### config.mk
export PLATFORM = sky130hd
export DESIGN_NAME = slp_ctrl
export DESIGN_NICKNAME = d
export VERILOG_FILES = /design/src/include/slp_pkg.sv /design/src/verilog/slp_ctrl.sv
export SDC_FILE = /design/constraint.sdc
export NUM_CORES = 1
export LEC_CHECK = 0
export ABC_CLOCK_PERIOD_IN_PS = 2760
export BUFFER_PORTS_ARGS = -buffer_cell sky130_fd_sc_hd__buf_2
export CAP_MARGIN = 20
export CORE_ASPECT_RATIO = 0.7
export CORE_MARGIN = 2
export CORE_UTILIZATION = 45
export CTS_CLUSTER_DIAMETER = 100
export DETAILED_ROUTE_END_ITERATION = 12
export GPL_TIMING_DRIVEN = 0
export PLACE_DENSITY_LB_ADDON = 0.1
export SYNTH_ARGS = -nofsm -noshare
export SYNTH_HDL_FRONTEND = slang
export SYNTH_SLANG_ARGS = --single-unit
### constraint.sdc
create_clock -name clk_i -period 2.76 [get_ports clk_i]
set_input_delay 0.138 -clock clk_i [delete_from_list [all_inputs] [get_ports clk_i]]
set_output_delay 0.138 -clock clk_i [all_outputs]
set_load 0.05 [all_outputs]
### src/include/slp_pkg.sv
// package: constants, states and state record of the sleep controller
`default_nettype none
package slp_pkg;
    // sleep mode selector encodings
    localparam logic [2:0] SLP_M_IDLE    = 3'h0;
    localparam logic [2:0] SLP_M_ADCNR   = 3'h1;
    localparam logic [2:0] SLP_M_PDOWN   = 3'h2;
    localparam logic [2:0] SLP_M_PSAVE   = 3'h3;
    localparam logic [2:0] SLP_M_STANDBY = 3'h6;
    // register byte offsets on the bus
    localparam logic [7:0] SLP_A_MODE    = 8'h00;
    localparam logic [7:0] SLP_A_PWRRED  = 8'h04;
    localparam logic [7:0] SLP_A_STATUS  = 8'h08;
    localparam logic [7:0] SLP_A_MCUCTL  = 8'h0C;
    // field positions
    localparam int SLP_F_SE      = 0;
    localparam int SLP_F_SM_LO   = 1;
    localparam int SLP_F_SCANDIS = 7;
    localparam int SLP_F_XTAL    = 3;
    localparam int SLP_F_LONGSU  = 0;
    // power reduction bit numbers
    localparam int SLP_PR_ADC   = 0;
    localparam int SLP_PR_LCD   = 4;
    localparam int SLP_NPER     = 5;
    // reset values
    localparam logic [2:0] SLP_RST_SM    = 3'h0;
    localparam logic [4:0] SLP_RST_PRR   = 5'h00;
    // cycle counts
    localparam logic [10:0] SLP_SU_SHORT_CYC = 11'h010;
    localparam logic [10:0] SLP_SU_LONG_CYC  = 11'h400;
    localparam logic [10:0] SLP_STANDBY_CYC  = 11'h006;
    localparam logic [10:0] SLP_HALT_CYC     = 11'h004;

    typedef enum logic [1:0] {
        SLP_ACTIVE,
        SLP_SLEEP,
        SLP_WAKE,
        SLP_HALT
    } slp_state_e;

    typedef struct packed {
        slp_state_e                st;
        logic [2:0]                sm;
        logic                      se;
        logic [SLP_NPER-1:0]       power_reduction_reg;
        logic                      scan_dis;
        logic [2:0]                mode;
        logic [10:0]               cnt;
        logic                      ack;
        logic [31:0]               rdat;
        logic                      i0_m;
        logic                      i0;
        logic                      pc_m;
        logic                      pc;
        logic                      adc_en_d;
        logic                      adc_ext;
        logic                      adc_start;
        logic                      wake;
        logic                      cpu;
        logic                      io;
        logic                      adc;
        logic                      asy;
        logic                      main;
        logic                      tosc;
        logic                      inbuf;
        logic                      cmp_off;
        logic                      vref;
        logic [SLP_NPER-1:0]       per;
    } slp_regs_s;
endpackage
`default_nettype wire

### src/verilog/slp_ctrl.sv
// sleep mode and power reduction controller with wishbone registers
//
// Implementation choices: the register addresses and the Wishbone register port.
`default_nettype none
module slp_ctrl
    import slp_pkg::*;
(
    input  wire logic                clk_i,
    input  wire logic                rst_i,
    // wishbone slave
    input  wire logic                wb_cyc_i,
    input  wire logic                wb_stb_i,
    input  wire logic                wb_we_i,
    input  wire logic [7:0]          wb_adr_i,
    input  wire logic [3:0]          wb_sel_i,
    input  wire logic [31:0]         wb_dat_i,
    output logic                     wb_ack_o,
    output logic [31:0]              wb_dat_o,
    // core side
    input  wire logic                sleep_instr_i,
    input  wire logic                irq_any_i,
    input  wire logic                global_ie_i,
    input  wire logic                reset_wake_i,
    // wake sources from peripherals
    input  wire logic                adc_done_irq_i,
    input  wire logic                lcd_irq_i,
    input  wire logic                usi_start_irq_i,
    input  wire logic                t2_ovf_flag_i,
    input  wire logic                t2_cmp_flag_i,
    input  wire logic [1:0]          timer2_interrupt_mask_i,
    input  wire logic                spm_ee_irq_i,
    input  wire logic                ext_int_zero_level_i,
    input  wire logic                pin_change_i,
    // module configuration
    input  wire logic                adc_enable_i,
    input  wire logic                adc_conv_start_i,
    input  wire logic                comparator_disable_i,
    input  wire logic                comparator_uses_ref_i,
    input  wire logic                wdt_enable_i,
    input  wire logic                t2_async_i,
    input  wire logic                lcd_async_i,
    input  wire logic                t2_sync_i,
    input  wire logic                lcd_sync_i,
    // fuses
    input  wire logic [3:0]          clock_source_fuses_i,
    input  wire logic [2:0]          brownout_level_fuses_i,
    input  wire logic                on_chip_debug_fuse_i,
    input  wire logic                scan_port_enable_fuse_i,
    // clock and power controls
    output logic                     clk_cpu_en_o,
    output logic                     clk_flash_en_o,
    output logic                     clk_io_en_o,
    output logic                     clk_adc_en_o,
    output logic                     clk_asy_en_o,
    output logic                     main_osc_en_o,
    output logic                     timer_osc_en_o,
    output logic [SLP_NPER-1:0]      periph_clk_en_o,
    output logic [SLP_NPER-1:0]      periph_io_block_o,
    output logic                     core_halt_o,
    output logic                     wake_o,
    output logic                     adc_start_o,
    output logic                     adc_extended_o,
    output logic                     adc_active_o,
    output logic                     comparator_off_o,
    output logic                     vref_en_o,
    output logic                     bod_active_o,
    output logic                     wdt_active_o,
    output logic                     input_buf_en_o,
    output logic                     scan_port_en_o
);
    slp_regs_s s_r;
    slp_regs_s s_nxt;
    logic      bus_req;
    logic      bod_en;
    logic      xtal;
    logic [2:0] eff_mode;
    logic      wake_ev;
    logic      enter;
    logic      t2_async_use;
    logic      t2_sync_use;

    // requests are answered one cycle after strobe, ack lasts one cycle
    assign bus_req = wb_cyc_i && wb_stb_i && !s_r.ack;
    // brown-out detector counts as enabled unless all level fuses are 1
    assign bod_en = (brownout_level_fuses_i != 3'h7);
    assign xtal   = clock_source_fuses_i[SLP_F_XTAL];
    assign t2_async_use = t2_async_i || lcd_async_i;
    assign t2_sync_use  = t2_sync_i || lcd_sync_i;
    assign enter  = (s_r.st == SLP_ACTIVE) && sleep_instr_i && s_r.se;

    // reserved codes and Standby without a crystal fall back to Idle
    always_comb begin
        case (s_r.sm)
            SLP_M_IDLE, SLP_M_ADCNR, SLP_M_PDOWN, SLP_M_PSAVE:
                eff_mode = s_r.sm;
            SLP_M_STANDBY:
                eff_mode = xtal ? SLP_M_STANDBY : SLP_M_IDLE;
            default:
                eff_mode = SLP_M_IDLE;
        endcase
    end

    // wake events allowed in the mode that is being slept in
    always_comb begin
        case (s_r.mode)
            SLP_M_IDLE:
                wake_ev = irq_any_i || reset_wake_i;
            SLP_M_ADCNR:
                wake_ev = adc_done_irq_i || reset_wake_i || lcd_irq_i
                       || usi_start_irq_i || t2_ovf_flag_i
                       || t2_cmp_flag_i || spm_ee_irq_i
                       || s_r.i0 || s_r.pc;
            SLP_M_PSAVE:
                wake_ev = reset_wake_i || usi_start_irq_i || s_r.i0
                       || s_r.pc || lcd_irq_i
                       || (global_ie_i && ((t2_ovf_flag_i
                           && timer2_interrupt_mask_i[0])
                           || (t2_cmp_flag_i
                           && timer2_interrupt_mask_i[1])));
            default:
                wake_ev = reset_wake_i || usi_start_irq_i
                       || s_r.i0 || s_r.pc;
        endcase
    end

    // whole next-state computation
    always_comb begin
        logic slp;
        logic io_run;
        logic adc_run;
        logic dbg_hold;
        slp      = 1'b0;
        io_run   = 1'b0;
        adc_run  = 1'b0;
        dbg_hold = 1'b0;
        s_nxt    = s_r;
        s_nxt.ack       = bus_req;
        s_nxt.adc_start = 1'b0;
        s_nxt.wake      = 1'b0;
        // level wake pins pass two flops; the source must hold them
        s_nxt.i0_m = ext_int_zero_level_i;
        s_nxt.i0   = s_r.i0_m;
        s_nxt.pc_m = pin_change_i;
        s_nxt.pc   = s_r.pc_m;

        // switching the converter off arms an extended conversion;
        // the arming wins over a start seen in the same cycle
        s_nxt.adc_en_d = adc_enable_i;
        if (s_r.adc_en_d && !adc_enable_i) begin
            s_nxt.adc_ext = 1'b1;
        end else if (adc_conv_start_i || s_r.adc_start) begin
            s_nxt.adc_ext = 1'b0;
        end

        // register reads and writes, unmapped reads return zero
        if (bus_req) begin
            s_nxt.rdat = 32'h0000_0000;
            case (wb_adr_i)
                SLP_A_MODE: begin
                    s_nxt.rdat[3:0] = {s_r.sm, s_r.se};
                    if (wb_we_i && wb_sel_i[0]) begin
                        s_nxt.se = wb_dat_i[SLP_F_SE];
                        s_nxt.sm = wb_dat_i[SLP_F_SM_LO +: 3];
                    end
                end
                SLP_A_PWRRED: begin
                    s_nxt.rdat[SLP_NPER-1:0] = s_r.power_reduction_reg;
                    if (wb_we_i && wb_sel_i[0]) begin
                        s_nxt.power_reduction_reg = wb_dat_i[SLP_NPER-1:0];
                    end
                end
                SLP_A_STATUS: begin
                    s_nxt.rdat[11:0] = {s_r.cpu, s_r.io, s_r.adc, s_r.asy,
                                        s_r.main, s_r.tosc, s_r.mode,
                                        s_r.adc_ext, s_r.st};
                end
                SLP_A_MCUCTL: begin
                    s_nxt.rdat[SLP_F_SCANDIS] = s_r.scan_dis;
                    if (wb_we_i && wb_sel_i[0]) begin
                        s_nxt.scan_dis = wb_dat_i[SLP_F_SCANDIS];
                    end
                end
                default: begin
                    s_nxt.rdat = 32'h0000_0000;
                end
            endcase
        end

        // sleep sequencer
        case (s_r.st)
            SLP_ACTIVE: begin
                if (enter) begin
                    s_nxt.st   = SLP_SLEEP;
                    s_nxt.mode = eff_mode;
                    s_nxt.adc_start = adc_enable_i
                        && (eff_mode == SLP_M_IDLE
                            || eff_mode == SLP_M_ADCNR);
                end
            end
            SLP_SLEEP: begin
                if (wake_ev) begin
                    case (s_r.mode)
                        SLP_M_PDOWN, SLP_M_PSAVE: begin
                            s_nxt.st  = SLP_WAKE;
                            s_nxt.cnt = (clock_source_fuses_i[SLP_F_LONGSU]
                                ? SLP_SU_LONG_CYC : SLP_SU_SHORT_CYC)
                                - 11'h001;
                        end
                        SLP_M_STANDBY: begin
                            s_nxt.st  = SLP_WAKE;
                            s_nxt.cnt = SLP_STANDBY_CYC - 11'h001;
                        end
                        default: begin
                            s_nxt.st  = SLP_HALT;
                            s_nxt.cnt = SLP_HALT_CYC - 11'h001;
                        end
                    endcase
                end
            end
            SLP_WAKE: begin
                s_nxt.cnt = s_r.cnt - 11'h001;
                if (s_r.cnt == 11'h000) begin
                    s_nxt.st  = SLP_HALT;
                    s_nxt.cnt = SLP_HALT_CYC - 11'h001;
                end
            end
            SLP_HALT: begin
                s_nxt.cnt = s_r.cnt - 11'h001;
                if (s_r.cnt == 11'h000) begin
                    s_nxt.st   = SLP_ACTIVE;
                    s_nxt.wake = 1'b1;
                end
            end
            default: begin
                s_nxt.st = SLP_ACTIVE;
            end
        endcase

        // clock domain enables follow the state; clocks restart at halt
        slp     = (s_r.st == SLP_SLEEP) || (s_r.st == SLP_WAKE);
        io_run  = !slp || s_r.mode == SLP_M_IDLE;
        adc_run = !slp || s_r.mode == SLP_M_IDLE
                       || s_r.mode == SLP_M_ADCNR;
        dbg_hold = on_chip_debug_fuse_i && scan_port_enable_fuse_i
                && !s_r.scan_dis;
        s_nxt.cpu = !slp;
        s_nxt.io  = io_run;
        s_nxt.adc = adc_run;
        s_nxt.asy = adc_run
                 || (s_r.mode == SLP_M_PSAVE && s_r.st == SLP_SLEEP);
        s_nxt.tosc = adc_run || (s_r.mode == SLP_M_PSAVE
                 && t2_async_use);
        s_nxt.main = adc_run || s_r.st == SLP_WAKE
                 || s_r.mode == SLP_M_STANDBY
                 || (s_r.mode == SLP_M_PSAVE && t2_sync_use)
                 || ((s_r.mode == SLP_M_PDOWN
                      || s_r.mode == SLP_M_PSAVE) && dbg_hold);
        // buffers for wake pins are outside this gate and stay on
        s_nxt.inbuf   = io_run || adc_run;
        s_nxt.cmp_off = comparator_disable_i || !adc_run;
        // reference tracks its users, independent of sleep
        s_nxt.vref = bod_en || adc_enable_i
                  || (comparator_uses_ref_i && !comparator_disable_i);
        // gating only bites where the io clock would otherwise run
        s_nxt.per = ~s_r.power_reduction_reg & {SLP_NPER{io_run}};
    end

    // single state register
    always_ff @(posedge clk_i) begin
        if (rst_i) begin
            s_r          <= '0;
            s_r.st       <= SLP_ACTIVE;
            s_r.sm       <= SLP_RST_SM;
            s_r.power_reduction_reg      <= SLP_RST_PRR;
            s_r.cpu      <= 1'b1;
            s_r.io       <= 1'b1;
            s_r.adc      <= 1'b1;
            s_r.asy      <= 1'b1;
            s_r.main     <= 1'b1;
            s_r.tosc     <= 1'b1;
            s_r.inbuf    <= 1'b1;
            s_r.cmp_off  <= 1'b1;
            s_r.per      <= {SLP_NPER{1'b1}};
        end else begin
            s_r <= s_nxt;
        end
    end

    assign wb_ack_o          = s_r.ack;
    assign wb_dat_o          = s_r.rdat;
    assign clk_cpu_en_o      = s_r.cpu;
    assign clk_flash_en_o    = s_r.cpu;
    assign clk_io_en_o       = s_r.io;
    assign clk_adc_en_o      = s_r.adc;
    assign clk_asy_en_o      = s_r.asy;
    assign main_osc_en_o     = s_r.main;
    assign timer_osc_en_o    = s_r.tosc;
    assign periph_clk_en_o   = s_r.per;
    assign periph_io_block_o = s_r.power_reduction_reg;
    assign core_halt_o       = (s_r.st != SLP_ACTIVE);
    assign wake_o            = s_r.wake;
    assign adc_start_o       = s_r.adc_start;
    assign adc_extended_o    = s_r.adc_ext;
    assign adc_active_o      = s_r.adc_en_d;
    assign comparator_off_o  = s_r.cmp_off;
    assign vref_en_o         = s_r.vref;
    assign bod_active_o      = bod_en;
    assign wdt_active_o      = wdt_enable_i;
    assign input_buf_en_o    = s_r.inbuf;
    assign scan_port_en_o    = scan_port_enable_fuse_i && !s_r.scan_dis;

    a_idle_clocks: assert property (@(posedge clk_i) disable iff (rst_i)
        (s_r.st == SLP_SLEEP && s_r.mode == SLP_M_IDLE)
        |=> (clk_io_en_o && clk_adc_en_o && !clk_cpu_en_o))
        else $error("idle clock set wrong");
    a_se_gate: assert property (@(posedge clk_i) disable iff (rst_i)
        (s_r.st == SLP_ACTIVE && sleep_instr_i && !s_r.se)
        |=> (s_r.st == SLP_ACTIVE))
        else $error("sleep entered without enable");
    a_adc_start: assert property (@(posedge clk_i) disable iff (rst_i)
        (enter && adc_enable_i && eff_mode == SLP_M_IDLE)
        |=> (adc_start_o ##1 !adc_start_o))
        else $error("no conversion start on entry");
    a_halt_four: assert property (@(posedge clk_i) disable iff (rst_i)
        (s_r.st == SLP_HALT && $past(s_r.st) != SLP_HALT)
        |-> (s_r.st == SLP_HALT) [*4] ##1 (s_r.st == SLP_ACTIVE && wake_o))
        else $error("halt not four cycles");
    a_stby_wake: assert property (@(posedge clk_i) disable iff (rst_i)
        (s_r.st == SLP_SLEEP && s_r.mode == SLP_M_STANDBY && wake_ev)
        |=> (s_r.st == SLP_WAKE && main_osc_en_o) [*6]
        ##1 (s_r.st == SLP_HALT))
        else $error("standby wake not six cycles");
    a_pd_nowake: assert property (@(posedge clk_i) disable iff (rst_i)
        (s_r.st == SLP_SLEEP && s_r.mode == SLP_M_PDOWN && !reset_wake_i
         && !usi_start_irq_i && !s_r.i0 && !s_r.pc)
        |=> (s_r.st == SLP_SLEEP))
        else $error("power-down woke on other event");
    a_psave_tosc: assert property (@(posedge clk_i) disable iff (rst_i)
        (s_r.st == SLP_SLEEP && s_r.mode == SLP_M_PSAVE && !t2_async_use)
        |=> !timer_osc_en_o)
        else $error("timer oscillator left running");
    a_prr_freeze: assert property (@(posedge clk_i) disable iff (rst_i)
        (bus_req && wb_we_i && wb_sel_i[0] && wb_adr_i == SLP_A_PWRRED
         && wb_dat_i[SLP_PR_LCD])
        |=> ##1 (!periph_clk_en_o[SLP_PR_LCD]
                 && periph_io_block_o[SLP_PR_LCD]))
        else $error("peripheral not frozen");
    a_inbuf_off: assert property (@(posedge clk_i) disable iff (rst_i)
        (s_r.st == SLP_SLEEP && s_r.mode == SLP_M_PDOWN)
        |=> !input_buf_en_o)
        else $error("input buffers left on");
    a_scan_dis: assert property (@(posedge clk_i) disable iff (rst_i)
        (bus_req && wb_we_i && wb_sel_i[0] && wb_adr_i == SLP_A_MCUCTL
         && wb_dat_i[SLP_F_SCANDIS])
        |=> !scan_port_en_o)
        else $error("scan port not disabled");
endmodule
`default_nettype wire

# == Word-level counts from Yosys, hierarchy flattened ==
# Index checks and enable logic that the tools add are counted.
# totals
reg_bits,61
latchBits,0
mem_bits_rw,0
mem_bits_ro,0
in_bits,81
output_inout_bits,61
elab_cells,153
n_memories,0
# op_classes
add_sub_neg,2
n_mul,0
div_mod_pow,0
order_cmp,0
eq_ne,20
shift,0
n_mux,22
bitwise,5
reduce_logical,77
# ops
cell,n
logical OR 1 bit,33
2-to-1 mux 11 bit,3
case mux 11 bit (3 select lines),1
case mux 11 bit (2 select lines),1
"subtractor 11 x 1 -> 11 bit, second input constant",2
logical AND 1 bit,18
"== test 8 x 4 -> 1 bit, second input constant",2
"== test 3 x 2 -> 1 bit, second input constant",4
case mux 4 bit (3 select lines),1
zero test 11 bit,1
2-to-1 mux 2 bit,5
"== test 3 x 1 -> 1 bit, second input constant",3
zero test 3 bit,3
AND reduction 3 bit,3
"== test 8 x 3 -> 1 bit, second input constant",1
zero test 8 bit,1
"!= test 2 bit, second input constant",4
case mux 2 bit (4 select lines),1
"== test 3 bit, second input constant",2
zero test 1 bit,6
case mux 3 bit (2 select lines),1
OR reduction 3 bit,2
bitwise AND 5 bit,1
NOT 5 bit,1
16 further kinds,26

# == Logic depth before layout (Yosys ltp) ==
# depth
depth_word,11
depth_mapped,8
ltp_nobuf,7

# == Least setup slack after synthesis ==
# No wires, ideal clock.
# synth_timing
path_kind,register to register
from,register s_r[55] (netlist bit)
to,register s_r[79] (netlist bit)
setup_time_ps,86
arrival_ps,2130
required_time_ps,2674
setup_slack_ps,544
stages_incl_launch_ff,8
n_path_buf,0
period_less_slack_ps,2216
path_cell_list,dfxtp_1 > inv_1 > ha_1 > or4b_4 > nor4_4 > nor2_2 > or4_1 > a221oi_2
# synth_via
elab_chain_len,3
elab_cells_between_ends,4
classes_between,eq/ne: 2; reduce/logical: 2
# synth_rtl
element,line,text
"start, declared",slp_ctrl.sv:71,slp_regs_s s_r;
"start signal, assigned",slp_ctrl.sv:285,s_r <= s_nxt;
zero test 11 bit *,"slp_ctrl.sv:222, slp_ctrl.sv:229",
!= test 2 bit (no line),-,
AND reduction 4 bit (no line) *,-,
# Every way passes the cells marked *; elsewhere a longest branch is shown, timed or not.
# A chain may end at the register's enable or synchronous reset.

# == Worst setup path after layout ==
# layout_timing
from,register s_r[55] (netlist bit)
to,register s_r[57] (netlist bit)
# layout_via
elab_chain_len,3
elab_cells_between_ends,4
classes_between,add/sub: 1; mux: 2; reduce/logical: 1
# layout_rtl
element,line,text
subtractor 11 x 1 -> 11 bit or zero test 11 bit (tied branches),"slp_ctrl.sv:221, slp_ctrl.sv:228, slp_ctrl.sv:222",
2-to-1 mux 11 bit,slp_ctrl.sv:222,if (s_r.cnt == 11'h000) begin
case mux 11 bit (3 select lines) *,slp_ctrl.sv:190,case (s_r.st)
# Marks and branches as above.

==> results_dict.tcl <==
set metrics [dict create \
    drive_gt1_share_pct 31.5 \
    async_reset_ff_share_pct 0 \
    skew_ns 0.0100 \
    fin_crit_sh_pct 93.0 \
    cp_max_fo 10 \
    crit_path_end_kind "flip-flop" \
    rsz0062_at_grt "no" \
    overflow 0 \
    grt_max_degree 12 \
    highest_layer "met4" \
    outcome "completed" \
    drt-total-wl_um 8250 \
    arrival_ns 2.76 \
    nFillCells 651 \
    ant_nets 0 \
    setup_viol 0 \
    cts_buffer_depth 2 \
    required_ns 2.96 \
    wl_met3_um 674 \
    cts_tree "built" \
    vias 2988 \
    cts_buffers 9 \
    postCtsHoldBufs 0 \
    n_antenna_cell 0 \
    clkLatencyLatePin_ns 0.34 \
    area_growth_syn_to_layout_pct 25.2 \
    tns_ns 0 \
    routedWlPerCell_um 14.1 \
    ir_drop_v 0.000332 \
    drc 0 \
    netlist_instances 367 \
    power_density_nw_per_um2 602 \
    cts_resized 0 \
    clkTransAtPathRegs_ns 0.07 \
    synth_sequential_area_ratio_pct 38.9 \
    die-width_um 104 \
    die_y_um 73.9 \
    fp-row-count 25 \
    ys_dominant_reg_cell "dfxtp_1" \
    drv_slew 0 \
    antenna_found_initial 0 \
    routabilityCongestion 0.903 \
    postCtsSetupRepairBufs 0 \
    drtIter0Drc 181 \
    grt_pass1_vias 2620 \
    ios 142 \
    cts.sinks 61 \
    grt_pass1_wl_um 13000 \
    post-dp-hpwl_um 6230 \
    tightest_slew_ns 0.814 \
    ys_seq_elements 61 \
    viasPerCell 5.13 \
    fin_area_um2 3930 \
    dieArea_um2 7660 \
    yosysWarningCount 0 \
    io_buffers 87 \
    synth.distinct_cells 52 \
    path_class "flip-flop to flip-flop" \
    avgSynthCellArea_um2 8.55 \
    hold_class "input pin to flip-flop" \
    place_area_um2 3760 \
    nets 571 \
    initial_core_util_pct 46.4 \
    grtUsageTotal_pct 21.8 \
    syn_area_um2 3140 \
    drt_pass1_iterations 4 \
    finalHoldViolCount 0 \
    multi_input_area_um2 1530 \
    seqCellArea_um2 1220 \
    htreeDepth 3 \
    wl_met2_um 3380 \
    root_buffer "clkbuf_8" \
    synth_edf_count 0 \
    layout_min_cycle_time_ns 2.57 \
    drv_cap 0 \
    max_freq_mhz 390 \
    max_slew_margin_pct 45.3 \
    start_kind "flip-flop" \
    wl_met1_um 4110 \
    leakage_nw 1.84 \
    core_region_area_um2 6760 \
]
-- power by group --
part	leakage (nW)	total, mW	switching [mW]	internal [mW]
Combinational	1.26	0.743	0.498	0.245
Clock	0.0860	0.682	0.359	0.324
Sequential	0.494	0.939	0.0284	0.910
Total	1.84	2.36	0.885	1.48
-- cells in the mapped netlist, types with 3 or more instances --
cell      number  share of area [%]
a211oi_1       9                2.2
a21oi_1       17                2.7
a22oi_1       12                2.9
a31oi_1        7                1.4
and2_1         3               0.60
and3b_1        4                1.1
buf_1          4               0.48
buf_4         44                 11
clkbuf_1      15                1.8
dfxtp_1       61                 39
ha_1           6                2.4
inv_1         13                1.6
mux2i_1       17                5.4
nand2_1       28                3.4
nand3_1        3               0.48
nand4_1        3               0.60
nor2_1        40                4.8
nor2b_1       11                2.2
nor3_1         8                1.3
nor4_1         5                1.0
nor4b_1        3               0.84
o21ai_0       10                1.6
o32ai_1        8                2.2
or4_1          3               0.72
-- layout make-up --
cell class,count,area share [%]
Multi-Input combinational cell,248,39.0
Timing Repair Buffer,87,11.1
Buffer,64,10.4
Tap cell,94,2.99
Clock buffer,10,3.25
Inverter,13,1.24
Sequential cell,61,31.1
Clock inverter,6,1.02
-- kinds of logic (layout without fill, tap and decap cells) --
logic type	Yosys count	after routing	share of synthesized area, %
buffers and inverters	77	180	14.5
other	1	20	0.120
AO/OA/AOI/OAI	80	80	17.7
flip-flops	61	61	38.9
multiplexers	17	17	5.42
AND/OR/NAND/NOR	125	125	20.9
adder cells (fa/ha/maj)	6	6	2.39
-- worst paths after layout --
kind	from	end	slack [ns]	cells after the start
setup / recovery	s_r[55]	s_r[57]	0.19	8
hold reg to reg	s_nxt[20]	s_r[20]	0.44	1
hold / removal	ext_int_zero_level_i	s_nxt[20]	0.02	2
setup reg to reg	s_r[55]	s_r[57]	0.19	8
-- critical path, stage by stage (launching register included) --
cell      delay [ns]
dfxtp_1         0.34
inv_1           0.10
ha_1            0.21
or4b_4          0.52
nor4_4          0.32
a21oi_1         0.22
clkbuf_1        0.28
a211oi_1        0.31
o32ai_1         0.12
-- per-layer routing --
layer  track usage (%)  vias to the layer above
met5                 0                        -
met4              6.76                        0
met3              5.94                       13
met2              31.6                      131
met1              31.4                     1359
li1                  -                     1485
-- per-stage QoR --
step                      hold slack [ns]  util (%)  std cells  setup WS [ns]  total power, mW
after floorplan                     0.217         -        386          0.544             1.50
after global placement              0.350      55.7        567          0.193             1.68
after detailed placement            0.360      55.7        567          0.202             1.68
after CTS                         0.00720      58.1        583          0.164             2.37
after global routing               0.0172      58.1        583         0.0429             2.48
final                              0.0188      58.1        583          0.193             2.36
-- flip-flops by register name (all words and copies together), names as in the netlist, 2 cells and up --
name	flops
s_r	23
wb_dat_o	12
s_nxt	2
periph_clk_en_o	5
periph_io_block_o	5
-- cells in the final DEF (no fill, tap or decap), drive strengths merged, types with 10 or more instances in the layout --
master / Yosys / layout
buf: 49 / 136
dfxtp: 61 / 61
nor2: 41 / 41
nand2: 28 / 28
clkbuf: 15 / 25
conb: 1 / 20
a21oi: 17 / 17
mux2i: 17 / 17
inv: 13 / 13
a22oi: 12 / 12
nor2b: 11 / 11
o21ai: 10 / 10
Note: power is estimated with default switching activity, not from simulation.
